[src/common/bwsc_pkg.sv]
// Package: constants and types for the bus wait-state controller
package bwsc_pkg;

  // Register map (byte address of the flyby wait register)
  localparam logic [31:0] BWSC_FLYBY_WAIT_ADDR  = 32'hfffff494;
  localparam logic [15:0] BWSC_FLYBY_WAIT_RESET = 16'h7777;
  localparam logic [15:0] BWSC_FLYBY_WAIT_MASK  = 16'h7777;
  localparam logic [1:0]  BWSC_FULL_HALFWORD    = 2'h3;

  // Field layout
  localparam int BWSC_CHANNELS    = 4;
  localparam int BWSC_FIELD_W     = 3;
  localparam int BWSC_FIELD_PITCH = 4;
  localparam int BWSC_CNT_W       = 4;

  // Access area of a bus cycle
  typedef enum logic [1:0] {
    BWSC_AREA_EXTERNAL = 2'h0,
    BWSC_AREA_IRAM     = 2'h1,
    BWSC_AREA_DRAM     = 2'h2,
    BWSC_AREA_PERIPH   = 2'h3
  } bwsc_area_e;

  // Memory type configured for the addressed block
  typedef enum logic [1:0] {
    BWSC_MEM_SRAM     = 2'h0,
    BWSC_MEM_PAGE_ROM = 2'h1,
    BWSC_MEM_SDRAM    = 2'h2,
    BWSC_MEM_NONE     = 2'h3
  } bwsc_mem_e;

  // Bus states, Gray coded along idle-setup-first-wait-last
  typedef enum logic [2:0] {
    BWSC_ST_IDLE  = 3'h0,
    BWSC_ST_SETUP = 3'h1,
    BWSC_ST_FIRST = 3'h3,
    BWSC_ST_WAIT  = 3'h2,
    BWSC_ST_LAST  = 3'h6
  } bwsc_state_e;

  // Bus cycle request
  typedef struct packed {
    bwsc_area_e  area;
    bwsc_mem_e   mem_type;
    logic        flyby;
    logic [1:0]  channel;
    logic        on_page;
    logic [1:0]  setup_count;
    logic [2:0]  space_data_wait;
    logic [2:0]  page_wait;
  } bwsc_req_s;

  // Register port write
  typedef struct packed {
    logic [31:0] addr;
    logic [15:0] data;
    logic [1:0]  lanes;
  } bwsc_reg_s;

endpackage : bwsc_pkg

[src/hw/bwsc_wait_ctrl.sv]
// Bus wait-state controller: programmable and external wait combination
`timescale 1ns/1ps
module bwsc_wait_ctrl
  import bwsc_pkg::*;
#(
  parameter int CHANNELS = BWSC_CHANNELS
) (
  // Clock, reset, enable
  input  wire logic         clk_sys_in,
  input  wire logic         reset_in,
  input  wire logic         ce_in,
  // Register port
  input  wire logic [31:0]  reg_addr_in,
  input  wire logic [15:0]  reg_wdata_in,
  input  wire logic [1:0]   reg_lanes_in,
  input  wire logic         reg_write_in,
  input  wire logic         reg_read_in,
  output logic      [15:0]  reg_rdata_out,
  // Bus cycle request from the bus sequencer
  input  wire logic         cycle_start_in,
  input  wire bwsc_req_s    cycle_req_in,
  input  wire logic         periph_wait_in,
  // External wait pin, active low, asynchronous
  input  wire logic         ext_wait_n_in,
  // Bus state outputs
  output bwsc_state_e       bus_state_out,
  output logic              wait_state_out,
  output logic              cycle_done_out,
  output logic              busy_out
);

  ////////////////////////////////////////////////////////////////////////////
  // Elaboration check

  if (CHANNELS != BWSC_CHANNELS) begin : g_chk
    $error("bwsc_wait_ctrl: channel count must match register layout");
  end

  ////////////////////////////////////////////////////////////////////////////
  // Flyby wait register

  logic [15:0] flyby_data_wait_control;
  bwsc_reg_s   reg_bus;
  logic        reg_hit;
  logic        reg_full;
  logic        reg_wr_ok;
  logic        reg_rd_ok;
  logic [15:0] next_rdata;

  assign reg_bus    = '{addr: reg_addr_in, data: reg_wdata_in, lanes: reg_lanes_in};
  assign reg_hit    = (reg_bus.addr == BWSC_FLYBY_WAIT_ADDR);
  assign reg_full   = (reg_bus.lanes == BWSC_FULL_HALFWORD);
  assign reg_wr_ok  = reg_write_in && reg_hit && reg_full;
  assign reg_rd_ok  = reg_read_in && reg_hit && reg_full;
  assign next_rdata = reg_rd_ok ? (flyby_data_wait_control & BWSC_FLYBY_WAIT_MASK) : 16'h0000;

  always_ff @(posedge clk_sys_in or posedge reset_in) begin
    if (reset_in) begin
      flyby_data_wait_control <= BWSC_FLYBY_WAIT_RESET;
      reg_rdata_out           <= 16'h0000;
    end else if (ce_in) begin
      if (reg_wr_ok) begin
        flyby_data_wait_control <= reg_bus.data & BWSC_FLYBY_WAIT_MASK;
      end
      reg_rdata_out <= next_rdata;
    end
  end

  ////////////////////////////////////////////////////////////////////////////
  // Per-channel field extraction

  logic [BWSC_FIELD_W-1:0] channel_flyby_wait_count [CHANNELS];

  for (genvar ch = 0; ch < CHANNELS; ch++) begin : g_field
    assign channel_flyby_wait_count[ch] =
      flyby_data_wait_control[ch*BWSC_FIELD_PITCH +: BWSC_FIELD_W];
  end

  ////////////////////////////////////////////////////////////////////////////
  // External wait synchroniser

  logic ext_wait_meta;
  logic ext_wait_sync_n;

  always_ff @(posedge clk_sys_in or posedge reset_in) begin
    if (reset_in) begin
      ext_wait_meta   <= 1'b1;
      ext_wait_sync_n <= 1'b1;
    end else if (ce_in) begin
      ext_wait_meta   <= ext_wait_n_in;
      ext_wait_sync_n <= ext_wait_meta;
    end
  end

  ////////////////////////////////////////////////////////////////////////////
  // Wait count selection

  logic                  req_internal;
  logic                  req_periph;
  logic                  req_sdram;
  logic [BWSC_CNT_W-1:0] flyby_count;
  logic [BWSC_CNT_W-1:0] space_count;
  logic [BWSC_CNT_W-1:0] prog_count;
  logic [2:0]            flyby_field;

  assign req_internal = (cycle_req_in.area == BWSC_AREA_IRAM)
                     || (cycle_req_in.area == BWSC_AREA_DRAM);
  assign req_periph   = (cycle_req_in.area == BWSC_AREA_PERIPH);
  assign req_sdram    = (cycle_req_in.mem_type == BWSC_MEM_SDRAM);
  assign flyby_field  = channel_flyby_wait_count[cycle_req_in.channel];
  assign flyby_count  = req_sdram ? ({1'b0, flyby_field} + 4'h1)
                                  : {1'b0, flyby_field};
  assign space_count  = (cycle_req_in.mem_type == BWSC_MEM_PAGE_ROM && cycle_req_in.on_page)
                      ? {1'b0, cycle_req_in.page_wait}
                      : (req_sdram ? 4'h0 : {1'b0, cycle_req_in.space_data_wait});
  assign prog_count   = (req_internal || req_periph) ? 4'h0
                      : (cycle_req_in.flyby ? flyby_count : space_count);

  ////////////////////////////////////////////////////////////////////////////
  // Cycle attributes held for the whole cycle, wait and setup down-counters and bus state

  logic                  hold_ext_ok;
  logic                  hold_periph;
  logic [BWSC_CNT_W-1:0] wait_left;
  logic [1:0]            setup_left;
  bwsc_state_e           state;

  ////////////////////////////////////////////////////////////////////////////
  // Next state and wait decision

  bwsc_state_e           next_state;
  logic [BWSC_CNT_W-1:0] next_wait_left;
  logic [1:0]            next_setup_left;
  logic                  ext_req;
  logic                  periph_req;
  logic                  prog_req;
  logic                  more_wait;
  logic                  start_ok;
  logic                  start_setup;

  assign ext_req     = hold_ext_ok && !ext_wait_sync_n;
  assign periph_req  = hold_periph && periph_wait_in;
  assign prog_req    = (wait_left != 4'h0);
  assign more_wait   = prog_req || ext_req || periph_req;
  assign start_ok    = cycle_start_in && (state == BWSC_ST_IDLE || state == BWSC_ST_LAST);
  assign start_setup = (cycle_req_in.setup_count != 2'h0) && !req_internal && !req_periph
                    && !req_sdram;

  always_comb begin
    next_state      = state;
    next_wait_left  = wait_left;
    next_setup_left = setup_left;
    unique case (state)
      BWSC_ST_IDLE, BWSC_ST_LAST: begin
        next_state = BWSC_ST_IDLE;
        if (start_ok) begin
          next_wait_left  = prog_count;
          next_setup_left = cycle_req_in.setup_count;
          next_state      = start_setup ? BWSC_ST_SETUP : BWSC_ST_FIRST;
        end
      end
      BWSC_ST_SETUP: begin
        next_setup_left = setup_left - 2'h1;
        if (setup_left == 2'h1) begin
          next_state = BWSC_ST_FIRST;
        end
      end
      BWSC_ST_FIRST, BWSC_ST_WAIT: begin
        next_state = more_wait ? BWSC_ST_WAIT : BWSC_ST_LAST;
        if (prog_req) begin
          next_wait_left = wait_left - 4'h1;
        end
      end
    endcase
  end

  ////////////////////////////////////////////////////////////////////////////
  // State registers

  always_ff @(posedge clk_sys_in or posedge reset_in) begin
    if (reset_in) begin
      state       <= BWSC_ST_IDLE;
      wait_left   <= 4'h0;
      setup_left  <= 2'h0;
      hold_ext_ok <= 1'b0;
      hold_periph <= 1'b0;
    end else if (ce_in) begin
      state      <= next_state;
      wait_left  <= next_wait_left;
      setup_left <= next_setup_left;
      if (start_ok) begin
        hold_ext_ok <= !req_internal && !req_periph && !req_sdram;
        hold_periph <= req_periph;
      end
    end
  end

  ////////////////////////////////////////////////////////////////////////////
  // Registered outputs

  always_ff @(posedge clk_sys_in or posedge reset_in) begin
    if (reset_in) begin
      bus_state_out  <= BWSC_ST_IDLE;
      wait_state_out <= 1'b0;
      cycle_done_out <= 1'b0;
      busy_out       <= 1'b0;
    end else if (ce_in) begin
      bus_state_out  <= next_state;
      wait_state_out <= (next_state == BWSC_ST_WAIT);
      cycle_done_out <= (next_state == BWSC_ST_LAST);
      busy_out       <= (next_state != BWSC_ST_IDLE);
    end
  end

endmodule : bwsc_wait_ctrl

[config.mk]
export PLATFORM = sky130hd
export DESIGN_NAME = bwsc_wait_ctrl
export DESIGN_NICKNAME = d
export VERILOG_FILES = /design/src/common/bwsc_pkg.sv /design/src/hw/bwsc_wait_ctrl.sv
export SDC_FILE = /design/constraint.sdc
export NUM_CORES = 1
export LEC_CHECK = 0
export ABC_AREA = 1
export BUFFER_PORTS_ARGS = -buffer_cell sky130_fd_sc_hd__buf_2
export CORE_AREA = 2 2 138 86
export DETAILED_ROUTE_END_ITERATION = 8
export DIE_AREA = 0 0 140 88
export SETUP_SLACK_MARGIN = 0.05
export SLEW_MARGIN = 5
export SYNTH_ARGS = -nofsm -noshare
export SYNTH_HDL_FRONTEND = slang
export SYNTH_SLANG_ARGS = --single-unit
[constraint.sdc]
create_clock -name clk_sys_in -period 2.65 [get_ports clk_sys_in]
set_input_delay 0.53 -clock clk_sys_in [delete_from_list [all_inputs] [get_ports clk_sys_in]]
set_output_delay 0.53 -clock clk_sys_in [all_outputs]
set_load 0.03 [all_outputs]
==> metrics.txt, run 1 <==
NumNets Final around 510; P_int between 1 and 1.5 mW; FF-to-FF Start wait_left[0]$_DFFE_PP0P_; Setup Buffers After CTS 0; max incr delay on CP 0.39 ns; fin. max-slew vios 0; vias per std cell 4.29; sum of negative setup slack 0 ns; I/O pins 96; Syn. warnings 0; fill count approximately 1200; row count 30; CP bufs+invs 2; Initial Utilization 0.225; post-layout util 0.287; register area around 1000 um^2; Cell Pwr Density 625 nW/um^2; final setup fails 0; CTS sink count 40; top-area cell type share of the netlist area 0.261; synthesized flop and latch total 40; RR Endpoint wait_left[0]$_DFFE_PP0P_; Hold-fix buffers, CTS 0; CTS tree done; Worst R2R Setup Slack roughly 1.1 ns; drt first pass iters 9; die area between 10000 and 15000 um^2; clk slew on worst S/H paths approximately 0.050 ns; Main synth FF type dfrtp_1; final hold vios 0; DP Wirelength between 5000 and 6000 um; Leak roughly 1.9 nW; worst setup path endpoint wait_left[0]$_DFFE_PP0P_; number of flops mapped to enable cells by yosys 0; WP data required 2.81 ns; synthesized netlist cell count 340; Post-synth ARST share 1.00; cts repair resizes 0; Synth-to-Final Area Change 27.8%; RSZ-0062 raised after global routing no; Netlist cell types 33; Die W 140 um; status complete, but fails checks; first-pass GRT wire length roughly 12000 um; RD Place Congestion 0.882; CTS Buf Count 5; number of global-route vias before repair 2379; DRC 5; Routed WL ~7000 um; R2R cell count 8; Slew headroom 0.521; crit path time final between 1.5 and 2 ns; Worst Setup SP wait_left[0]$_DFFE_PP0P_; critical path class flop to flop; Detail Route Antenna Nets 0; routed vias 2447; CP max FO 5; Crit path arrival time approximately 1.8 ns; WL/cell approximately 12 um; CP Capture Type flop; Gate power share 0.298; Post-Syn Area per Cell between 7 and 8 um^2; Clock Power Share 0.304; Root Buffer clkbuf_16; layout cells sized above 1 0.308; remaining global-route overflow 0; initial antenna violation count 1; Initial DRC Count 146; most frequent cells in the layout 127 x nand2_1, 87 x buf_2, 41 x inv_1; Tcrit/Tclk final 0.601; Crit path max-delay family simple AND/OR/NAND/NOR gates; f_max 628 MHz; total track usage 0.120; peak supply drop 0.000250 V; sequential area share after synthesis 0.409; Clock Skews 0.00566 ns; Setup crit start kind flop; mapped cell area approximately 2500 um^2; Core Region ~11000 um^2; CTS H-tree depth 2; Seq pwr share 0.398; deepest clock path buffer count 2; clk_lat worst skew ~0.28 ns; largest net degree at the start of global routing 41; commonest non-fill, non-tap cell in the layout nand2_1; Crit-path slowest cell dfrtp_1; CP Depth 8; Synth area leaders dfrtp_1 26%, nand2_1 19%, dfstp_2 15%, nand4_1 7.3%, inv_1 6.2%; PortBufs 87; Worst Tran Pin Value between 0.7 and 0.8 ns; Antenna Cells 0; multi-input logic area between 1000 and 1500 um^2; failing checks design-rule violations; max-cap viol count 0; switching share of power 0.347; Yosys top cell by area dfrtp_1; NetSw approximately 690 uW; CP Cell Sequence inv_1, ha_1, nor3b_1, nand2_1, nand3_1, inv_2, nor2_1, a21oi_1; Hold Crit Class input pin to async pin; Die Span Y roughly 88 um
-- power by group through the flow --
stage               clock network, mW  registers (mW)  logic, mW
CTS                             0.619           0.789      0.597
detailed placement                  0           0.796      0.593
global route                    0.652           0.803      0.672
finish                          0.604           0.790      0.593
floorplan                           0           0.845      0.352
global placement                    0           0.795      0.569
-- routing by layer --
metal	up-vias	global-route usage	routed length [um]
met1	1117	0.170	3570
met4	2	0.0184	31
met2	80	0.189	2930
met3	4	0.0301	470
met5	-	0	13
li1	1244	-	-
-- cell families (layout without fill, tap and decap cells) --
family                     after synthesis  count (layout)  share of synthesized area
buffers and inverters                   60             143                      0.110
other                                    1               4                    0.00151
muxes                                    2               2                    0.00905
and+or+nand+nor                        207             207                      0.387
DFF                                     40              40                      0.409
adders and majority gates                6               6                     0.0302
AOI/OAI and AO/OA                       24              24                     0.0533
-- worst min-delay path, delay by kind of cell --
family   cells  cell delay [ns]
buf+inv      3             0.56
-- registers in the layout, summed over array words and instances (netlist names) --
signal	cells
bus_state_out	3
busy_out	1
cycle_done_out	1
ext_wait_meta	1
ext_wait_sync_n	1
flyby_data_wait_control	12
hold_ext_ok	1
hold_periph	1
reg_rdata_out	12
setup_left	2
wait_left	4
wait_state_out	1
-- cell usage after synthesis (5+ instances only) --
master	n
nor2_1	23
o21ai_0	9
nand3_1	13
inv_2	5
nand2_1	127
a21oi_1	8
nand4_1	29
buf_4	6
inv_1	41
dfstp_2	14
dfrtp_1	26
ha_1	6
-- worst min path at each step --
stage,end,slack (ns),depth (start not counted)
after floorplan,ext_wait_meta$_DFFE_PP1P_,0.44,2
after global placement,ext_wait_meta$_DFFE_PP1P_,0.45,2
after detailed placement,reg_rdata_out[6]$_DFFE_PP0P_,0.47,2
after CTS,wait_state_out$_DFFE_PP0P_,0.40,3
after global routing,bus_state_out[2]$_DFFE_PP0P_,0.44,3
final,reg_rdata_out[12]$_DFFE_PP0P_,0.37,3
-- metrics by stage --
| step | cells | setup slack [ns] | area, um^2 | power (mW) | hold WS (ns) |
|---|---|---|---|---|---|
| floorplan | 343 | 1.15 | 2500 | 1.20 | 0.444 |
| global placement | 562 | 0.893 | 3030 | 1.36 | 0.452 |
| detailed placement | 562 | 0.846 | 3030 | 1.39 | 0.466 |
| CTS | 570 | 1.07 | 3180 | 2.00 | 0.396 |
| global route | 570 | 0.854 | 3180 | 2.13 | 0.439 |
| finish | 570 | 1.06 | 3180 | 1.99 | 0.369 |
-- final cells by class --
class	instances	share of cell area
Multi-Input combinational cell	243	0.380
Clock buffer	7	0.0449
Tap cell	144	0.0567
Clock inverter	1	0.00197
Inverter	46	0.0543
Timing Repair Buffer	89	0.142
Sequential cell	40	0.320
No activity file was read; power rests on OpenSTA's default activity.
==> run 2: changes to the inputs <==
Clock period 2.65 ns to 1.5 ns, I/O delays scaled along.
==> run 2 against run 1 <==
The run still ends with design-rule violations left; sequential power up 78%; worst hold slack worse by 0.30 ns; first-iteration DRC count down 21%; cell count up 3.7%; clock skew down 0.0016 ns; largest cell class unchanged; highest routed layer unchanged.
==> metrics.txt, run 2 (same netlist as run 1, synthesis figures left out) <==
CP Capture Type flop (unchanged); grt met3 use 0.0344 (was 0.0301); CTS tree done (unchanged); RR Endpoint wait_left[1]$_DFFE_PP0P_ (was wait_left[0]$_DFFE_PP0P_); Initial Utilization 0.225 (unchanged); Die W 140 um (unchanged); failing checks design-rule violations (unchanged); Routed WL 7200 um (was 7010 um); RD Place Congestion 0.927 (was 0.882); drt first pass iters 6 (was 9); Worst R2R Setup Slack 0.04 ns (was 1.06 ns); RSZ-0062 raised after global routing yes (was no); Setup crit start kind flop (unchanged); Detail Route Antenna Nets 0 (unchanged); first-pass GRT wire length 12000 um (was 11800 um); Gate power share 0.317 (was 0.298); Antenna Cells 0 (unchanged); crit path time final 1.46 ns (was 1.59 ns); I/O pins 96 (unchanged); total track usage 0.122 (was 0.120); Initial DRC Count 115 (was 146); max-cap viol count 0 (unchanged); Clock Skews 0.00410 ns (was 0.00566 ns); Cell Pwr Density 1120 nW/um^2 (was 625 nW/um^2); largest net degree at the start of global routing 41 (unchanged); Root Buffer clkbuf_16 (unchanged); Clock Power Share 0.324 (was 0.304); Hold Crit Class input pin to async pin (unchanged); WL/cell 12.2 um (was 12.3 um); P_int 2.59 mW (was 1.30 mW); commonest non-fill, non-tap cell in the layout nand2_1 (unchanged); sum of negative setup slack 0 ns (unchanged); fin area 3500 um^2 (was 3180 um^2); status complete, but fails checks (unchanged); vias per std cell 4.19 (was 4.29); initial antenna violation count 1 (unchanged); CTS sink count 40 (unchanged); NumNets Final 526 (was 505); PortBufs 87 (unchanged); R2R cell count 11 (was 8); DRC 5 (unchanged); Die Span Y 88 um (unchanged); DP Wirelength 5770 um (was 5740 um); Tcrit/Tclk final 0.974 (was 0.601); die area 12300 um^2 (unchanged); critical path class flop to flop (unchanged); met1 usage 0.176 (was 0.170); post-layout util 0.316 (was 0.287); clk_lat worst skew 0.28 ns (about the same); Synth-to-Final Area Change 40.6% (was 27.8%); switching share of power 0.342 (was 0.347); Hold-fix buffers, CTS 0 (unchanged); M2 GR Usage 0.182 (was 0.189); Leak 2.03 nW (was 1.86 nW); layout cells sized above 1 0.378 (was 0.308); CP max FO 2 (was 5); multi-input logic area 1290 um^2 (was 1210 um^2); Most Crowded Layer GR met2 (unchanged); Crit path arrival time 1.63 ns (was 1.75 ns); Area after DPL 3220 um^2 (was 3030 um^2); final setup fails 0 (unchanged); Largest regs flyby_data_wait_control: 12 flops, reg_rdata_out: 12 flops, wait_left: 4 flops (unchanged); deepest clock path buffer count 2 (unchanged); peak supply drop 0.000439 V (was 0.000250 V); fin. max-slew vios 0 (unchanged); final hold vios 0 (unchanged); FF-to-FF Start flyby_data_wait_control[1]$_DFFE_PP1P_ (was wait_left[0]$_DFFE_PP0P_); WP data required 1.66 ns (was 2.81 ns); remaining global-route overflow 0 (unchanged); routed vias 2475 (was 2447); most frequent cells in the layout 122 x nand2_1, 87 x buf_2, 40 x inv_1 (was 127 x nand2_1, 87 x buf_2, 41 x inv_1); CTS Buf Count 5 (unchanged); fill count 1166 (was 1203); NetSw 1.34 mW (was 689 uW); row count 30 (unchanged); number of global-route vias before repair 2504 (was 2379); f_max 685 MHz (was 628 MHz); clk slew on worst S/H paths 0.06 ns (was 0.05 ns); Seq pwr share 0.360 (was 0.398); CTS H-tree depth 2 (unchanged); Core Region 11100 um^2 (unchanged); register area 1020 um^2 (unchanged)
==> run 2: power by group through the flow <==
stage | clock network (mW) | logic [mW] | registers, mW
3_5_place_dp | 0 | 1.12 | 1.41
5_1_grt | 1.35 | 1.39 | 1.44
6_report | 1.27 | 1.24 | 1.41
4_1_cts | 1.30 | 1.13 | 1.40
2_1_floorplan | 0 | 0.622 | 1.49
3_3_place_gp | 0 | 1.08 | 1.40
==> run 2: final cells by class <==
cell class	instances	area share
clock inverters	2	0.0111
well taps	144	0.0515
repair buffers	110	0.188
clock buffers	6	0.0397
flip-flops and latches	40	0.291
inverters	46	0.0501
multi-input cells	243	0.368
==> run 2: timing repair <==
item                       4_1_cts  5_1_grt
buffers inserted                 1        1
pin swaps                        5        6
resized for setup                8       14
setup endpoints to repair        4        7
==> run 2: layer usage <==
layer | up-vias | part of all wire
met2 | 64 | 0.41
met3 | 7 | 0.060
met5 | - | 0.0018
li1 | 1284 | -
met4 | 2 | 0.0069
met1 | 1118 | 0.52
==> run 2: metrics by stage <==
stage | power [mW] | instances | setup slack, ns | hold WS, ns
4_1_cts | 3.83 | 590 | 0.0545 | 0.0808
3_5_place_dp | 2.52 | 581 | -0.0510 | 0.371
3_3_place_gp | 2.49 | 581 | -0.0182 | 0.374
2_1_floorplan | 2.11 | 343 | 0.0972 | 0.396
5_1_grt | 4.18 | 591 | -0.0873 | 0.0899
6_report | 3.93 | 591 | 0.0394 | 0.0695
==> run 2: worst max-delay path: stages (launching register included) <==
cell	delay (ns)
dfstp_2	0.53
nand2_1	0.05
nand2_1	0.07
nand2_1	0.07
o21ai_2	0.08
ha_1	0.25
nand2_1	0.06
nand2_1	0.04
inv_1	0.04
nand2_1	0.05
nand2_2	0.07
a21oi_2	0.05
==> run 2: worst max path at each step <==
stage,depth (start not counted),endpoint,slack (ns),startpoint
floorplan,6,hold_periph$_DFFE_PP0P_,0.1,bus_state_out[2]$_DFFE_PP0P_
global placement,13,wait_left[1]$_DFFE_PP0P_,-0.02,cycle_req_in[9]
detailed placement,13,wait_left[1]$_DFFE_PP0P_,-0.05,cycle_req_in[9]
CTS,11,wait_left[1]$_DFFE_PP0P_,0.05,flyby_data_wait_control[0]$_DFFE_PP1P_
global route,11,wait_left[1]$_DFFE_PP0P_,-0.09,flyby_data_wait_control[1]$_DFFE_PP1P_
finish,11,wait_left[1]$_DFFE_PP0P_,0.04,flyby_data_wait_control[1]$_DFFE_PP1P_
